## src/hw/uart_flag_pkg.sv

```systemverilog
package uart_flag_pkg;
    // Register indices; byte address is four times the index
    localparam logic [29:0] IDX_CLOCK_SELECT = 30'h00005200;
    localparam logic [29:0] IDX_LINE_MODE    = 30'h00005202;
    localparam logic [29:0] IDX_BAUD_DIVIDER = 30'h00005204;
    localparam logic [29:0] IDX_PORT_CONTROL = 30'h00005206;
    localparam logic [29:0] IDX_TRANSMIT     = 30'h00005208;
    localparam logic [29:0] IDX_RECEIVE      = 30'h0000520a;
    localparam logic [29:0] IDX_STATUS       = 30'h0000520c;
    localparam logic [29:0] IDX_IRQ_ENABLES  = 30'h0000520e;
    // Writable bit masks
    localparam logic [15:0] MASK_CLOCK_SELECT = 16'h0133;
    localparam logic [15:0] MASK_LINE_MODE    = 16'h037f;
    localparam logic [15:0] MASK_BAUD_DIVIDER = 16'h0fff;
    localparam logic [15:0] MASK_PORT_CONTROL = 16'h0003;
    localparam logic [15:0] MASK_IRQ_ENABLES  = 16'h007f;
    // Reset values
    localparam logic [15:0] RST_CONFIG = 16'h0000;
    localparam logic [7:0]  RST_BYTE   = 8'h00;
    localparam logic        RST_TBE    = 1'b1;
    // Control fields
    localparam int CTL_ENABLE_BIT = 0;
    localparam int CTL_SOFT_RESET_BIT = 1;
    // Status and enable fields
    localparam int ST_TBE  = 0;
    localparam int ST_RB1  = 1;
    localparam int ST_RB2  = 2;
    localparam int ST_OE   = 3;
    localparam int ST_PE   = 4;
    localparam int ST_FE   = 5;
    localparam int ST_TEND = 6;
    localparam int ST_TBSY = 8;
    localparam int ST_RBSY = 9;
    localparam int FLAG_COUNT = 7;
    // Bus answers
    localparam logic [1:0] RESP_OKAY   = 2'b00;
    localparam logic [1:0] RESP_SLVERR = 2'b10;
endpackage

```

## src/hw/uart_status_flag_logic.sv

```systemverilog
`timescale 1ns/100ps
module uart_status_flag_logic (
    input  wire logic                  aclk,
    input  wire logic                  aresetn,
    input  wire logic [31:0]           s_axi_awaddr,
    input  wire logic                  s_axi_awvalid,
    output logic                       s_axi_awready,
    input  wire logic [31:0]           s_axi_wdata,
    input  wire logic [3:0]            s_axi_wstrb,
    input  wire logic                  s_axi_wvalid,
    output logic                       s_axi_wready,
    output logic [1:0]                 s_axi_bresp,
    output logic                       s_axi_bvalid,
    input  wire logic                  s_axi_bready,
    input  wire logic [31:0]           s_axi_araddr,
    input  wire logic                  s_axi_arvalid,
    output logic                       s_axi_arready,
    output logic [31:0]                s_axi_rdata,
    output logic [1:0]                 s_axi_rresp,
    output logic                       s_axi_rvalid,
    input  wire logic                  s_axi_rready,
    input  wire logic                  tx_taken,
    input  wire logic                  tx_end,
    input  wire logic                  tx_busy,
    input  wire logic                  rx_valid,
    input  wire logic [7:0]            rx_byte,
    input  wire logic                  rx_framing_err,
    input  wire logic                  rx_parity_err,
    input  wire logic                  rx_busy,
    output logic [7:0]                 tx_byte,
    output logic                       tx_buffer_empty,
    output logic [15:0]                clock_select,
    output logic [15:0]                line_mode,
    output logic [15:0]                baud_divider,
    output logic                       port_enable,
    output logic                       irq
);
    import uart_flag_pkg::*;

    function automatic logic hit(input logic [31:0] a,
                                 input logic [29:0] idx);
        hit = (a[31:2] == idx) && (a[1:0] == 2'b00);
    endfunction

    function automatic logic [15:0] merge(input logic [15:0] old,
                                          input logic [31:0] d,
                                          input logic [3:0]  s,
                                          input logic [15:0] m);
        logic [15:0] lanes;
        lanes = {{8{s[1]}}, {8{s[0]}}} & m;
        merge = (old & ~lanes) | (d[15:0] & lanes);
    endfunction

    ////////////////////////////////////////////////////////////////////////
    // Bus slave state
    logic        awready_reg, wready_reg, bvalid_reg, arready_reg;
    logic        rvalid_reg, aw_held_reg, w_held_reg;
    logic [31:0] aw_addr_reg, w_data_reg, rdata_reg;
    logic [3:0]  w_strb_reg;
    logic [1:0]  bresp_reg, rresp_reg;
    // Registers
    logic [15:0] clk_sel_reg, mode_reg, baud_reg, ctl_reg, inte_reg;
    logic [7:0]  txd_reg;
    logic [7:0]  rx_buf_reg [0:1];
    logic [1:0]  rx_count_reg;
    logic        tbe_reg, oe_reg, pe_reg, fe_reg, tend_reg;
    logic        tbsy_reg, rbsy_reg, irq_reg;

    ////////////////////////////////////////////////////////////////////////
    // Decoding
    wire aw_take = s_axi_awvalid && awready_reg;
    wire w_take  = s_axi_wvalid && wready_reg;
    wire wr_do   = aw_held_reg && w_held_reg && !bvalid_reg;
    wire ar_take = s_axi_arvalid && arready_reg;

    wire wr_clk  = wr_do && hit(aw_addr_reg, IDX_CLOCK_SELECT);
    wire wr_mode = wr_do && hit(aw_addr_reg, IDX_LINE_MODE);
    wire wr_baud = wr_do && hit(aw_addr_reg, IDX_BAUD_DIVIDER);
    wire wr_ctl  = wr_do && hit(aw_addr_reg, IDX_PORT_CONTROL);
    wire wr_txd  = wr_do && hit(aw_addr_reg, IDX_TRANSMIT);
    wire wr_rxd  = wr_do && hit(aw_addr_reg, IDX_RECEIVE);
    wire wr_stat = wr_do && hit(aw_addr_reg, IDX_STATUS);
    wire wr_inte = wr_do && hit(aw_addr_reg, IDX_IRQ_ENABLES);
    // Writes to read-only registers answer OKAY and change nothing
    wire wr_ok   = wr_clk || wr_mode || wr_baud || wr_ctl || wr_txd ||
                   wr_rxd || wr_stat || wr_inte;

    wire rd_clk  = hit(s_axi_araddr, IDX_CLOCK_SELECT);
    wire rd_mode = hit(s_axi_araddr, IDX_LINE_MODE);
    wire rd_baud = hit(s_axi_araddr, IDX_BAUD_DIVIDER);
    wire rd_ctl  = hit(s_axi_araddr, IDX_PORT_CONTROL);
    wire rd_txd  = hit(s_axi_araddr, IDX_TRANSMIT);
    wire rd_rxd  = hit(s_axi_araddr, IDX_RECEIVE);
    wire rd_stat = hit(s_axi_araddr, IDX_STATUS);
    wire rd_inte = hit(s_axi_araddr, IDX_IRQ_ENABLES);
    wire rd_ok   = rd_clk || rd_mode || rd_baud || rd_ctl || rd_txd ||
                   rd_rxd || rd_stat || rd_inte;

    // Side effects need the lane that holds the flag bits
    wire w1c_lane = w_strb_reg[0];
    wire txd_write = wr_txd && w_strb_reg[0];
    wire rxd_read  = ar_take && rd_rxd;
    // Read data is captured at the same edge as the pop, so it is the head
    wire soft_rst  = ctl_reg[CTL_SOFT_RESET_BIT];

    wire [15:0] status_word;
    assign status_word = {6'h00, rbsy_reg, tbsy_reg, 1'b0, tend_reg,
                          fe_reg, pe_reg, oe_reg, rx_count_reg == 2'd2,
                          rx_count_reg != 2'd0, tbe_reg};

    wire [15:0] rd_word =
        rd_clk  ? clk_sel_reg :
        rd_mode ? mode_reg :
        rd_baud ? baud_reg :
        rd_ctl  ? ctl_reg :
        rd_txd  ? {8'h00, txd_reg} :
        rd_rxd  ? {8'h00, rx_buf_reg[0]} :
        rd_stat ? status_word :
        rd_inte ? inte_reg : 16'h0000;

    ////////////////////////////////////////////////////////////////////////
    // Receive buffer, two bytes deep
    wire rx_pop  = rxd_read && (rx_count_reg != 2'd0);
    wire rx_full = (rx_count_reg == 2'd2);
    // A byte landing on a full buffer with no pop in the same cycle is dropped, the buffer keeps its
    // older contents and the overrun flag records the loss
    wire rx_push = rx_valid && (!rx_full || rx_pop);
    wire rx_lost = rx_valid && rx_full && !rx_pop;

    wire [1:0] rx_count_next =
        soft_rst ? 2'd0 :
        (rx_push && !rx_pop) ? rx_count_reg + 2'd1 :
        (rx_pop && !rx_push) ? rx_count_reg - 2'd1 : rx_count_reg;
    wire [1:0] rx_slot = rx_pop ? rx_count_reg - 2'd1 : rx_count_reg;

    ////////////////////////////////////////////////////////////////////////
    // Flags; a setting event beats a clear in the same cycle, and soft reset overrides both
    wire stat_w1c = wr_stat && w1c_lane;
    wire [15:0] wd = w_data_reg[15:0];

    wire tbe_next  = soft_rst ? RST_TBE :
                     tx_taken ? 1'b1 : txd_write ? 1'b0 : tbe_reg;
    wire fe_next   = soft_rst ? 1'b0 :
                     (rx_valid && rx_framing_err) ? 1'b1 :
                     ((stat_w1c && wd[ST_FE]) || rxd_read) ? 1'b0 :
                     fe_reg;
    wire pe_next   = soft_rst ? 1'b0 :
                     (rx_valid && rx_parity_err) ? 1'b1 :
                     ((stat_w1c && wd[ST_PE]) || rxd_read) ? 1'b0 :
                     pe_reg;
    wire oe_next   = soft_rst ? 1'b0 : rx_lost ? 1'b1 :
                     (stat_w1c && wd[ST_OE]) ? 1'b0 : oe_reg;
    wire tend_next = soft_rst ? 1'b0 : tx_end ? 1'b1 :
                     (stat_w1c && wd[ST_TEND]) ? 1'b0 : tend_reg;

    wire [FLAG_COUNT-1:0] pending =
        status_word[FLAG_COUNT-1:0] & inte_reg[FLAG_COUNT-1:0];

    ////////////////////////////////////////////////////////////////////////
    // Bus slave
    always_ff @(posedge aclk) begin
        if (!aresetn) begin
            awready_reg <= 1'b0;
            wready_reg  <= 1'b0;
            aw_held_reg <= 1'b0;
            w_held_reg  <= 1'b0;
            bvalid_reg  <= 1'b0;
            bresp_reg   <= RESP_OKAY;
            aw_addr_reg <= 32'h00000000;
            w_data_reg  <= 32'h00000000;
            w_strb_reg  <= 4'h0;
        end else begin
            // Address and data are held apart so either may come first
            awready_reg <= s_axi_awvalid && !awready_reg && !aw_held_reg;
            wready_reg  <= s_axi_wvalid && !wready_reg && !w_held_reg;
            if (aw_take) begin
                aw_addr_reg <= s_axi_awaddr;
                aw_held_reg <= 1'b1;
            end else if (wr_do) begin
                aw_held_reg <= 1'b0;
            end
            if (w_take) begin
                w_data_reg <= s_axi_wdata;
                w_strb_reg <= s_axi_wstrb;
                w_held_reg <= 1'b1;
            end else if (wr_do) begin
                w_held_reg <= 1'b0;
            end
            if (wr_do) begin
                bvalid_reg <= 1'b1;
                bresp_reg  <= wr_ok ? RESP_OKAY : RESP_SLVERR;
            end else if (s_axi_bready) begin
                bvalid_reg <= 1'b0;
            end
        end
    end

    always_ff @(posedge aclk) begin
        if (!aresetn) begin
            arready_reg <= 1'b0;
            rvalid_reg  <= 1'b0;
            rdata_reg   <= 32'h00000000;
            rresp_reg   <= RESP_OKAY;
        end else begin
            // No new address is taken until the last answer is accepted
            arready_reg <= s_axi_arvalid && !arready_reg && !rvalid_reg;
            if (ar_take) begin
                rvalid_reg <= 1'b1;
                rdata_reg  <= {16'h0000, rd_word};
                rresp_reg  <= rd_ok ? RESP_OKAY : RESP_SLVERR;
            end else if (s_axi_rready) begin
                rvalid_reg <= 1'b0;
            end
        end
    end

    ////////////////////////////////////////////////////////////////////////
    // Configuration registers
    always_ff @(posedge aclk) begin
        if (!aresetn) begin
            clk_sel_reg <= RST_CONFIG;
            mode_reg    <= RST_CONFIG;
            baud_reg    <= RST_CONFIG;
            ctl_reg     <= RST_CONFIG;
            inte_reg    <= RST_CONFIG;
            txd_reg     <= RST_BYTE;
        end else begin
            if (wr_clk)
                clk_sel_reg <= merge(clk_sel_reg, w_data_reg, w_strb_reg,
                                     MASK_CLOCK_SELECT);
            if (wr_mode)
                mode_reg <= merge(mode_reg, w_data_reg, w_strb_reg,
                                  MASK_LINE_MODE);
            if (wr_baud)
                baud_reg <= merge(baud_reg, w_data_reg, w_strb_reg,
                                  MASK_BAUD_DIVIDER);
            if (wr_ctl)
                ctl_reg <= merge(ctl_reg, w_data_reg, w_strb_reg,
                                 MASK_PORT_CONTROL);
            if (wr_inte)
                inte_reg <= merge(inte_reg, w_data_reg, w_strb_reg,
                                  MASK_IRQ_ENABLES);
            if (txd_write)
                txd_reg <= w_data_reg[7:0];
        end
    end

    ////////////////////////////////////////////////////////////////////////
    // Status flags and receive buffer
    always_ff @(posedge aclk) begin
        if (!aresetn) begin
            tbe_reg      <= RST_TBE;
            fe_reg       <= 1'b0;
            pe_reg       <= 1'b0;
            oe_reg       <= 1'b0;
            tend_reg     <= 1'b0;
            tbsy_reg     <= 1'b0;
            rbsy_reg     <= 1'b0;
            rx_count_reg <= 2'd0;
            rx_buf_reg[0] <= RST_BYTE;
            rx_buf_reg[1] <= RST_BYTE;
            irq_reg      <= 1'b0;
        end else begin
            tbe_reg  <= tbe_next;
            fe_reg   <= fe_next;
            pe_reg   <= pe_next;
            oe_reg   <= oe_next;
            tend_reg <= tend_next;
            // Busy bits are registered and trail the engine by one cycle
            tbsy_reg <= tx_busy && !soft_rst;
            rbsy_reg <= rx_busy && !soft_rst;
            rx_count_reg <= rx_count_next;
            if (rx_pop)
                rx_buf_reg[0] <= rx_buf_reg[1];
            if (rx_push)
                rx_buf_reg[rx_slot[0]] <= rx_byte;
            irq_reg <= |pending;
        end
    end

    assign s_axi_awready   = awready_reg;
    assign s_axi_wready    = wready_reg;
    assign s_axi_bvalid    = bvalid_reg;
    assign s_axi_bresp     = bresp_reg;
    assign s_axi_arready   = arready_reg;
    assign s_axi_rvalid    = rvalid_reg;
    assign s_axi_rdata     = rdata_reg;
    assign s_axi_rresp     = rresp_reg;
    assign tx_byte         = txd_reg;
    assign tx_buffer_empty = tbe_reg;
    assign clock_select    = clk_sel_reg;
    assign line_mode       = mode_reg;
    assign baud_divider    = baud_reg;
    assign port_enable     = ctl_reg[CTL_ENABLE_BIT];
    assign irq             = irq_reg;
endmodule

```

## config.mk

```make
export PLATFORM = sky130hd
export DESIGN_NAME = uart_status_flag_logic
export DESIGN_NICKNAME = d
export VERILOG_FILES = /design/src/hw/uart_flag_pkg.sv /design/src/hw/uart_status_flag_logic.sv
export SDC_FILE = /design/constraint.sdc
export NUM_CORES = 1
export LEC_CHECK = 0
export BUFFER_PORTS_ARGS = -buffer_cell sky130_fd_sc_hd__buf_2
export CORE_UTILIZATION = 54
export CTS_CLUSTER_SIZE = 10
export DETAILED_ROUTE_END_ITERATION = 8
export PLACE_DENSITY = 0.85
export SLEW_MARGIN = 15
export SYNTH_ARGS = -nofsm -noshare
export SYNTH_HDL_FRONTEND = slang
export SYNTH_SLANG_ARGS = --single-unit
```

## constraint.sdc

```tcl
create_clock -name aclk -period 5.3 [get_ports aclk]
set_clock_uncertainty 0.2 [all_clocks]
set_input_delay 1.06 -clock aclk [delete_from_list [all_inputs] [get_ports aclk]]
set_output_delay 1.06 -clock aclk [all_outputs]
set_load 0.005 [all_outputs]
```

# --- Word-level counts from Yosys, hierarchy flattened ---
# Memory sizes are Yosys's and may differ from the RTL's.
# Index checks and enable logic that the tools add are counted.
op_classes:
  muxes: 39
  reduce_logical: 96
  n_addsub: 2
  n_eq_ne: 17
  bitwise: 23
op_table:
  columns: ["operator", "n"]
  rows:
  - ["30-bit by 15-bit equality test with 1-bit output, second input constant", 16]
  - ["16-bit two-way mux", 8]
  - ["16-bit bitwise AND", 5]
  - ["16-bit OR", 5]
  - ["1-bit logical AND", 52]
  - ["1-bit two-way mux", 25]
  - ["2-bit nonzero test", 10]
  - ["1-bit logical OR", 17]
  - ["16-bit by 10-bit bitwise AND with 16-bit output", 1]
  - ["16-bit by 12-bit bitwise AND with 16-bit output", 1]
  - ["16-bit by 2-bit bitwise AND with 16-bit output", 1]
  - ["16-bit by 7-bit bitwise AND with 16-bit output", 1]
  - ["16-bit by 9-bit bitwise AND with 16-bit output", 1]
  - ["8-bit two-way mux", 2]
  - ["10-bit inverter with 16-bit output", 1]
  - ["12-bit inverter with 16-bit output", 1]
  - ["2-bit inverter with 16-bit output", 1]
  - ["7-bit inverter with 16-bit output", 1]
  - ["9-bit inverter with 16-bit output", 1]
  - ["1-bit zero test", 11]
  - ["2-bit two-way mux", 4]
  - ["8-bit OR reduction", 1]
  - ["7-bit bitwise AND", 1]
  - ["7-bit OR reduction", 1]
  - ["8 further kinds", 9]
totals:
  input_bits: 122
  ram_bits: 16
  memories: 1
  ff_bits: 175
  word_cells: 206
mem_list:
  columns: ["memory", "depth", "width", "rd", "rd_clocked_by_memory_dff", "write_ports", "line", "text"]
  rows:
  - ["rx_buf_reg", 2, 8, 2, 0, 2, "uart_status_flag_logic.sv:64", "logic [7:0] rx_buf_reg [0:1];"]

# --- Longest topological paths before layout ---
depth:
  word_depth: 11
  ltp_mapped: 11
  ltp_nobuf: 11

# --- Worst setup path before layout ---
# OpenSTA, ideal clock, no wires.
synth_path:
  path_type: "input port to flip-flop"
  startpoint: "input s_axi_araddr[3]"
  endpoint: "memory rx_buf_reg[1][0] (enable)"
  path_stages: 6
  setup_slack_ns: 2.173
  setup_ns: 0.326
  arrival_time_ns: 2.601
  cell_sequence: "clkbuf_1 -> nand2_1 -> nor2_1 -> and4bb_2 -> mux2i_1 -> a21o_1"
synth_lines:
  columns: ["element", "line", "text"]
  rows:
  - ["start, declared", "uart_status_flag_logic.sv:15", "input wire logic [31:0] s_axi_araddr,"]
  - ["end, declared", "uart_status_flag_logic.sv:64", null]

==> results.cfg <==
[outcome]
status = complete, no violations

[sta]
hold_viol = 0
layout_min_cycle_time_ps = 3380
fin_hold_ws_ps = 252
worst_pin_slew_ps = 1100
rsz0062_at_grt = no
post-route-period-util = 0.638
slew-limit-headroom = 0.263
setup_viol_count_final = 0
fmaxAchievable_mhz = 296
finalSetupTns_ps = 0
slew_violations = 0

[logic_synthesis]
yosysUniqueCellTypes = 70
synth-seq-cells = 136
synth_cells = 715
yosys.area.top_type_share = 0.377
synth_warnings = 0
synthArstFlopShare = 0
synthesis.area_sq_um = 6370
yosys.area.top_type = dfxtp_1
synth_ff_type = dfxtp_1
synthTopCellsByArea = dfxtp_1 (38%), nand2_1 (7.7%), edfxtp_1 (7.5%)
synth_edf_count = 16
synth_seq_area_share = 0.453
syn_avg_cell_area_sq_um = 8.91

[worst_setup_path]
crit_type = in2reg
cp.arrival_ps = 3280
worstPathMaxFanout = 28
cp_slowest_cell = mux2i_1
worst_setup_path_end_kind = flip-flop
worst_path_largest_cell_delay_ps = 600
worstPathCellList = buf_2, nand2_1, nor2_1, and4bb_2, mux2i_1, a21o_1
crit_required_ps = 5200
critPathLaunchType = input port

[pwr]
combinationalPowerShare = 0.088
power_switching_mw = 0.606
p_per_area_nw_per_um2 = 317
p_int_mw = 1.80
ir_worst_vdd_v = 0.000306
power.leakage_nw = 3.10
clockPowerShare = 0.450
p_seq_frac = 0.462
swShare = 0.252

[floorplanning]
start_util = 0.555
core_sq_um = 11500
die_area_sq_um = 12200
io_pins = 222
die_x_um = 111
num_rows = 39
dieHeight_um = 111

[global_routing]
grt_use_total = 0.277
grt_max_degree = 65
grt-ovfl-total = 0
grt_pass1_wl_um = 26800
antenna_found_initial = 0
grt_pass1_vias = 5287

[routing]
met3WireLength_um = 1370
wl_per_cell_um = 16.5
drtIter0Drc = 557
drt_pass1_iterations = 6
antenna_left = 0
vias = 5690
wl_met2_um = 7790
via_per_inst = 5.65
routed.top_layer = met4
routed_wl_um = 16600
drc = 0
wl_met1_um = 6970

[clocking]
cts_max_level = 4
post_cts_resized = 0
cts.sinks = 136
clk_pin_slew_ps = 60
tritoncts = built
max-clock-path-buffers = 2
cts_root_buf = clkbuf_16
numCtsBuffers = 17
cts.hold.buffers_added = 0
cts_setup_buffers = 0
clock_latency_ps = 430

[finish]
area_delta_synth_final_pct = 19.0
final_area_sq_um = 7580
nets = 976
drive_gt1_frac = 0.249
n_antenna_cell = 0

[placed_design]
portBuffers = 155
dpl_cell_area_sq_um = 7030
gp_congestion = 0.974
hpwlAfterDp_um = 11600

[min_path]
hold_class = reg2reg

[job]
drv_cap = 0
-- Yosys cell counts, types with 8 or more instances --
cell type	n
a21oi_1	66
a22o_1	8
a22oi_1	8
and3_1	8
buf_4	44
clkbuf_1	34
dfxtp_1	120
edfxtp_1	16
inv_1	11
mux2i_1	45
nand2_1	130
nand3_1	20
nand4_1	8
nor2_1	54
o21ai_0	17
-- final cells by class --
cell class	instances	area [sq um]
flip-flops and latches	136	2880
well taps	143	179
fillers	973	3890
multi-input cells	526	3130
clock inverters	11	73.8
inverters	12	45.0
repair buffers	158	798
clock buffers	21	472
-- metrics by stage --
stage | power [mW] | setup slack (ps) | utilization | instances
final | 2.40 | 1920 | 0.661 | 1007
after global routing | 2.48 | 1660 | 0.661 | 1007
after CTS | 2.40 | 1960 | 0.661 | 1007
after detailed placement | 1.34 | 1500 | 0.613 | 975
after global placement | 1.33 | 1540 | 0.613 | 975
after floorplan | 1.28 | 2170 | - | 758
-- logic make-up after synthesis --
kind of cell,share of synthesized area
simple gates,0.236
compound gates,0.139
flops,0.453
buf+inv,0.0829
mux,0.0796
fa+ha+maj,0.00589
xor+xnor,0.00275
other cells,0.000589
-- final timing paths --
check,startpoint,to,slack (ps),cells after the start
hold reg to reg,aw_held_reg,s_axi_awready,250,1
setup / recovery,s_axi_araddr[3],rx_buf_reg[1][5],1920,6
hold / removal,aw_held_reg,s_axi_awready,250,1
setup reg to reg,rx_count_reg[0],rx_buf_reg[1][5],2470,6
-- critical path, delay by kind of cell --
kind            cells  cell delay (ps)
mux                 1              600
buf+inv             1              420
simple gates        3              770
compound gates      1              410
-- cells in the final DEF, fill, tap and decap left out, drive strengths merged, types with 3 or more instances in the layout --
cell type / count
nand2b: 5
nor2b: 5
nand4: 10
o211ai: 3
nor4b: 9
edfxtp: 16
nand2: 130
clkbuf: 21
mux2i: 45
a22o: 8
clkinv: 6
a21oi: 66
nand3: 20
dfxtp: 120
a31oi: 7
nor2: 55
buf: 158
o221ai: 3
nand3b: 5
and2: 8
nor4: 15
a22oi: 8
mux2: 5
conb: 44
clkinvlp: 4
nor3: 4
and3: 8
inv: 13
o21ai: 19
ha: 3
-- power by group through the flow --
stage | sequential, mW | combinational (mW) | clock (mW)
2_1_floorplan | 1.12 | 0.159 | 0
3_3_place_gp | 1.13 | 0.202 | 0
3_5_place_dp | 1.13 | 0.206 | 0
4_1_cts | 1.11 | 0.208 | 1.09
5_1_grt | 1.11 | 0.235 | 1.13
6_report | 1.11 | 0.211 | 1.08
-- metal layers --
metal,vias up,track usage
met4,0,0.126
met5,-,0
met3,41,0.0681
met2,283,0.433
met1,2651,0.361
li1,2715,-
Note: power is estimated with default switching activity, not from simulation.
